<file path="config.mk">
export PLATFORM = sky130hd
export DESIGN_NAME = audio_irq_status_control
export DESIGN_NICKNAME = d
export VERILOG_FILES = /design/src/common/audio_irq_pkg.sv /design/src/audio_irq_status_control.sv
export SDC_FILE = /design/constraint.sdc
export NUM_CORES = 1
export LEC_CHECK = 0
export BUFFER_PORTS_ARGS = -buffer_cell sky130_fd_sc_hd__buf_2
export CAP_MARGIN = 20
export CORE_UTILIZATION = 30
export CTS_CLUSTER_SIZE = 14
export DETAILED_ROUTE_END_ITERATION = 7
export HOLD_SLACK_MARGIN = 0.05
export PLACE_DENSITY = 0.75
export REMOVE_ABC_BUFFERS = 1
export SYNTH_ARGS = -nofsm -noshare
export SYNTH_HDL_FRONTEND = slang
export SYNTH_SLANG_ARGS = --single-unit
export TNS_END_PERCENT = 1
</file>
<file path="constraint.sdc">
create_clock -name clk -period 1.63 [get_ports clk]
set_input_delay 0.326 -clock clk [delete_from_list [all_inputs] [get_ports clk]]
set_output_delay 0.326 -clock clk [all_outputs]
set_load 0.01 [all_outputs]
</file>
<file path="src/common/audio_irq_pkg.sv">
// package: register layout and event types for the audio interrupt block
package audio_irq_pkg;
  localparam int reg_width = 16;
  localparam logic [15:0] status_ctrl_reset = 16'h0000;
  // enable bits
  localparam int rx_irq_en_bit = 0;
  localparam int rx_err_irq_en_bit = 1;
  localparam int tx_irq_en_bit = 2;
  localparam int tx_err_irq_en_bit = 3;
  // pending bits
  localparam int rx_pending_bit = 4;
  localparam int rx_err_pending_bit = 5;
  localparam int tx_pending_bit = 6;
  localparam int tx_err_pending_bit = 7;
  // clear bits
  localparam int rx_clear_bit = 8;
  localparam int rx_err_clear_bit = 9;
  localparam int tx_clear_bit = 10;
  localparam int tx_err_clear_bit = 11;
  localparam int enable_lsb = 0;
  localparam int pending_lsb = 4;
  localparam int clear_lsb = 8;

  // one bit per source: {tx_err, tx, rx_err, rx}
  typedef struct packed {
    logic tx_err;
    logic tx;
    logic rx_err;
    logic rx;
  } src_type;

  typedef struct packed {
    src_type enable;
    src_type pending;
    logic irq;
    logic overrun;
  } state_type;
endpackage

</file>
<file path="src/audio_irq_status_control.sv">
// audio interrupt status and control register with combined request
// Functional notes
// tx error event sets tx_err_pending; stays until a 1 is written to tx_err_clear.
// tx_err_pending reads 0 idle, 1 pending; writes never set it directly.
// rx_irq_en 0 blocks receive interrupts; 1 lets them through.
// rx_err_irq_en 1 raises receive error interrupt while rx_err_pending set; 0 blocks it.
// writing 1 to rx_clear clears rx_pending; 0 has no effect.
// writing 1 to rx_err_clear clears rx_err_pending; 0 leaves it.
// writing 1 to tx_clear clears tx_pending.
// writing 0 to tx_clear is ignored.
// writing 0 to tx_err_clear is ignored.
// reset clears the whole register to zero.
// overrun flagged when a full word arrives while receive fifo is full.
// irq_request high while any pending flag has its enable set.
// clear and reserved bits read 0; clears act in the write cycle.
`timescale 1ns/10ps
`default_nettype none
module audio_irq_status_control
  import audio_irq_pkg::*;
(
  input wire logic clk,
  input wire logic sys_rst,
  input wire logic reg_wr,
  input wire logic [15:0] reg_wdata,
  output logic [15:0] reg_rdata,
  input wire logic rx_event,
  input wire logic rx_word_done,
  input wire logic rx_fifo_full,
  input wire logic tx_event,
  input wire logic tx_err_event,
  output logic rx_overrun_flag,
  output logic irq_request
);
  state_type s_q;
  state_type s_d;

  src_type set_v;
  src_type clr_v;
  src_type wen_v;
  logic wr_v;
  logic lost_word_v;

  // enables come from the low nibble of a write
  function automatic src_type enable_field(
    input logic [15:0] word
  );
    src_type f;
    f.tx_err = word[tx_err_irq_en_bit];
    f.tx = word[tx_irq_en_bit];
    f.rx_err = word[rx_err_irq_en_bit];
    f.rx = word[rx_irq_en_bit];
    return f;
  endfunction

  // a 0 in any clear bit is simply ignored
  function automatic src_type clear_field(
    input logic [15:0] word
  );
    src_type f;
    f.tx_err = word[tx_err_clear_bit];
    f.tx = word[tx_clear_bit];
    f.rx_err = word[rx_err_clear_bit];
    f.rx = word[rx_clear_bit];
    return f;
  endfunction

  // clears only act in the cycle of the write itself
  function automatic src_type write_clears(
    input logic wr,
    input logic [15:0] word
  );
    src_type f;
    f = '0;
    if (wr) begin
      f = clear_field(word);
    end
    return f;
  endfunction

  // one set request per source from the event inputs
  function automatic src_type event_field(
    input logic tx_err,
    input logic tx,
    input logic rx_err,
    input logic rx
  );
    src_type f;
    f.tx_err = tx_err;
    f.tx = tx;
    f.rx_err = rx_err;
    f.rx = rx;
    return f;
  endfunction

  // set wins over a same-cycle clear, so no event is lost
  function automatic logic hold_or_set(
    input logic held,
    input logic clr,
    input logic set
  );
    return (held & ~clr) | set;
  endfunction

  function automatic src_type next_pending(
    input src_type held,
    input src_type clr,
    input src_type set
  );
    src_type f;
    f.tx_err = hold_or_set(
      held.tx_err,
      clr.tx_err,
      set.tx_err
    );
    f.tx = hold_or_set(
      held.tx,
      clr.tx,
      set.tx
    );
    f.rx_err = hold_or_set(
      held.rx_err,
      clr.rx_err,
      set.rx_err
    );
    f.rx = hold_or_set(
      held.rx,
      clr.rx,
      set.rx
    );
    return f;
  endfunction

  // a source asks only while pending and enabled
  function automatic logic source_active(
    input logic pend,
    input logic en
  );
    return pend & en;
  endfunction

  function automatic logic any_request(
    input src_type pend,
    input src_type en
  );
    logic r;
    r = 1'h0;
    r = r | source_active(pend.tx_err, en.tx_err);
    r = r | source_active(pend.tx, en.tx);
    r = r | source_active(pend.rx_err, en.rx_err);
    r = r | source_active(pend.rx, en.rx);
    return r;
  endfunction

  // clear bits and reserved bits always read zero
  function automatic logic [15:0] read_word(
    input state_type s
  );
    logic [15:0] w;
    w = status_ctrl_reset;

    w[rx_irq_en_bit] = s.enable.rx;
    w[rx_err_irq_en_bit] = s.enable.rx_err;
    w[tx_irq_en_bit] = s.enable.tx;
    w[tx_err_irq_en_bit] = s.enable.tx_err;

    w[rx_pending_bit] = s.pending.rx;
    w[rx_err_pending_bit] = s.pending.rx_err;
    w[tx_pending_bit] = s.pending.tx;
    w[tx_err_pending_bit] = s.pending.tx_err;

    w[rx_clear_bit] = 1'h0;
    w[rx_err_clear_bit] = 1'h0;
    w[tx_clear_bit] = 1'h0;
    w[tx_err_clear_bit] = 1'h0;

    w[15:12] = 4'h0;
    return w;
  endfunction

  always_comb begin
    wr_v = reg_wr;

    // a word lost into a full fifo is the receive error condition
    lost_word_v = rx_word_done & rx_fifo_full;

    set_v = event_field(
      tx_err_event,
      tx_event,
      lost_word_v,
      rx_event
    );

    clr_v = write_clears(wr_v, reg_wdata);

    wen_v = s_q.enable;
    if (wr_v) begin
      wen_v = enable_field(reg_wdata);
    end

    s_d = s_q;
    s_d.enable = wen_v;

    // pending bits have no write path of their own
    s_d.pending = next_pending(s_q.pending, clr_v, set_v);

    // request is registered from next state so it moves with the flags
    s_d.irq = any_request(s_d.pending, s_d.enable);

    s_d.overrun = lost_word_v;
  end

  // async reset clears every field, request included
  always_ff @(posedge clk or posedge sys_rst) begin
    if (sys_rst) begin
      s_q <= '0;
    end else begin
      s_q <= s_d;
    end
  end

  assign reg_rdata = read_word(s_q);

  // one-cycle pulse, the pending bit keeps the lasting record
  assign rx_overrun_flag = s_q.overrun;

  assign irq_request = s_q.irq;
endmodule
`default_nettype wire
</file>
Yosys cells after proc, flatten, opt, wreduce, memory -nomap -nowiden
Cells that the tools add are included.
{"block": "word_totals", "ff_bits": 10}
{"block": "op_classes", "mux": 2, "bitwise": 20}
{"cell": "bitwise AND 1 bit", "count": 9}
{"cell": "2-to-1 mux 4 bit", "count": 2}
{"cell": "bitwise OR 1 bit", "count": 7}
{"cell": "inverter 1 bit", "count": 4}

Longest topological paths before layout
{"block": "logic_depth", "ltp_word": 8, "ltp_mapped": 5, "mapped_depth_nobuf": 4}

Worst setup path before layout
No wires, ideal clock.
{"block": "synth_timing", "path_type": "reg-to-reg", "from": "register s_q, in the netlist reg_rdata[0]", "to": "register s_q, in the netlist irq_request", "setup_time_ns": 0.131, "arrival_ns": 1.141, "required_ns": 1.499, "slack_ns": 0.358, "stages_incl_launch_ff": 4, "cell_sequence": "dfrtp_1 -> mux2_2 -> a22o_1 -> or3_1"}
{"item": "start: declaration", "line_no": "audio_irq_status_control.sv:34", "source": "state_type s_q;"}
{"item": "start signal: assignment", "line_no": "audio_irq_status_control.sv:215", "source": "s_q <= '0;"}
{"item": "start signal: assignment", "line_no": "audio_irq_status_control.sv:217", "source": "s_q <= s_d;"}

==> impl_metrics.yaml <==
sta:
  setup_viol: 0
  slew_violations: 0
  period_minus_slack_ns: 1.25
  finalCritPeriodShare: 0.769
  rsz0062_at_grt: "no"
  fin_ws_ns: 0.377
  fin_skew_ns: 0.00143
  whs_ns: 0.280
  tns_ns: 0
  max_freq_ghz: 0.798
  hold_viol_final: 0
placement:
  place_ws_ns: 0.163
  portBuffers: 25
  gp_congestion: 0.575
  place_inst: 84
  hpwlAfterDp_um: 735
power_and_ir_drop:
  p_int_mw: 0.409
  p_leak_nw: 0.329
  switching_share: 0.256
  clkPwrFrac: 0.285
  switching_power_mw: 0.141
  p_comb_frac: 0.205
  power_density_nw_per_um2: 881
  ir_drop_mv: 0.499
  power.share.sequential: 0.510
die:
  die_h_um: 42.1
  die_area_sq_um: 1770
  io_pins: 42
  die_x_um: 42.1
  core_sq_um: 1510
  start_util: 0.321
  num_rows: 14
finish:
  fin_util: 0.414
  area_delta_synth_final_pct: 29.0
  final_cells: 88
  nets: 98
  num_antenna_cells: 0
  drive_gt1_frac: 0.472
status:
  status: "finished, final reports clean"
clock_tree:
  insertion_delay_ns: 0.25
  numCtsBuffers: 3
  tritoncts: "yes"
  path_clk_slew_ns: 0.06
  clk_path_buf_depth: 2
  root_buffer: "clkbuf_4"
  htree_levels: 1
  numClockSinks: 10
grt:
  grt_pass1_vias: 382
  grt_antenna_before_repair: 0
  grt_pass1_wl_um: 1440
  top_usage_layer: "met2"
  grt.overflow.total: 0
  grt_max_degree: 11
  grt_util_met3: 0.0603
  grt_use_met1: 0.118
  grt_util_met2: 0.178
  grt_use_total: 0.111
hold_path:
  min_path_type: "primary input to flop"
  hold_depth: 2
synthesis:
  synthTopCellsByArea: "dfrtp_1 (52%), buf_4 (12%), mux2_2 (9.3%)"
  syn-cell-area_sq_um: 483
  ys_seq_area_frac: 0.518
  synth_cells: 44
  synth_top_area_share: 0.518
  yosysWarnings: 0
  async_flop_share: 1.00
  synth.distinct_cells: 15
  synth_most_common_cell: "dfrtp_1"
  ys_ff_latch: 10
  synthTopCellsByCount: "dfrtp_1 (10), buf_4 (8), a21o_1 (4), mux2_2 (4)"
  yosys.area.top_type: "dfrtp_1"
  synth_flop_cell: "dfrtp_1"
  synth_edf_count: 0
  syn_avg_cell_area_sq_um: 11.0
routing:
  route.detailed.drc: 0
  ant_nets: 0
  num_vias: 385
  initialDrtViolationCount: 7
  wl_per_cell_um: 10.7
  wl_um: 942
  vias_per_cell: 4.38
  first_pass_iters: 4
setup_path:
  end_kind: "flop"
  cp_max_fo: 2
  cp.required_ns: 1.76
  worstSetupPathType: "flop to flop"
  r2r_cells: 3
  setup.worst_path.start_class: "flop"
  cp.arrival_ns: 1.39
job:
  cap_violations: 0
[layout by cell type, fill, tap and decap left out]
master         netlist  routed
a22o_1               1       1
dfrtp_1             10      10
or3_1                1       1
buf_2                0      25
inv_1                3       3
a21o_1               4       4
o21ai_0              2       2
o22ai_1              2       2
and2_1               1       1
conb_1               1       8
a21oi_1              2       2
nand2_2              1       1
clkbuf_4             0       3
mux2_2               4       4
buf_4                8       1
dlygate4sd3_1        0       1
nand2_1              3       3
[cell type report]
type / instances / area [sq um]
multi-input cells: 29 / 176
inverters: 3 / 11.3
flip-flops and latches: 10 / 250
well taps: 16 / 20.0
clock buffers: 3 / 22.5
repair buffers: 27 / 143
fillers: 164 / 883
[power groups by stage]
stage	clock network, mW	registers, mW	logic (mW)
6_report	0.157	0.280	0.112
5_1_grt	0.173	0.283	0.124
4_1_cts	0.168	0.281	0.114
3_5_place_dp	0	0.285	0.111
3_3_place_gp	0	0.284	0.108
2_1_floorplan	0	0.296	0.0458
[layer usage]
layer / part of all wire / vias to the layer above
li1: - / 188
met1: 0.42 / 176
met2: 0.49 / 21
met3: 0.092 / 0
met4: 0 / 0
met5: 0 / -
[flip-flops by register name, indices dropped and copies added (netlist names)]
register and count:
reg_rdata 8, rx_overrun_flag 1, irq_request 1
[critical path: stages (launching register included)]
cell	delay, ns
dfrtp_1	0.37
mux2_2	0.27
a22o_1	0.20
or3_1	0.29
[what timing repair did]
action	in CTS	in global routing
setup buffers	0	0
endpoints found under the setup margin	0	0
hold buffers	1	0
endpoints found under the hold margin	10	0
gates resized for setup	0	0
[metrics by stage]
step           power, mW  instance area, sq um
4_1_cts            0.562                   623
5_1_grt            0.579                   623
6_report           0.549                   623
2_1_floorplan      0.342                   438
3_3_place_gp       0.392                   591
3_5_place_dp       0.396                   591
[logic make-up after synthesis]
logic type | count (synthesis) | share of synthesized area
buf+inv | 12 | 0.171
other cells | 1 | 0.00776
simple gates | 6 | 0.0622
compound gates | 11 | 0.148
mux | 4 | 0.0933
flops | 10 | 0.518
[path summary, 6_finish.rpt]
check | from | to | slack [ns]
setup / recovery | reg_rdata[0] | irq_request | 0.38
hold / removal | tx_event | reg_rdata[6] | 0.28
setup reg to reg | reg_rdata[0] | irq_request | 0.38
hold reg to reg | reg_rdata[6] | reg_rdata[6] | 0.49
max in group asynchronous | sys_rst | reg_rdata[3] | 0.76
min in group asynchronous | sys_rst | reg_rdata[6] | 0.60
Note: power is estimated with default switching activity, not from simulation.
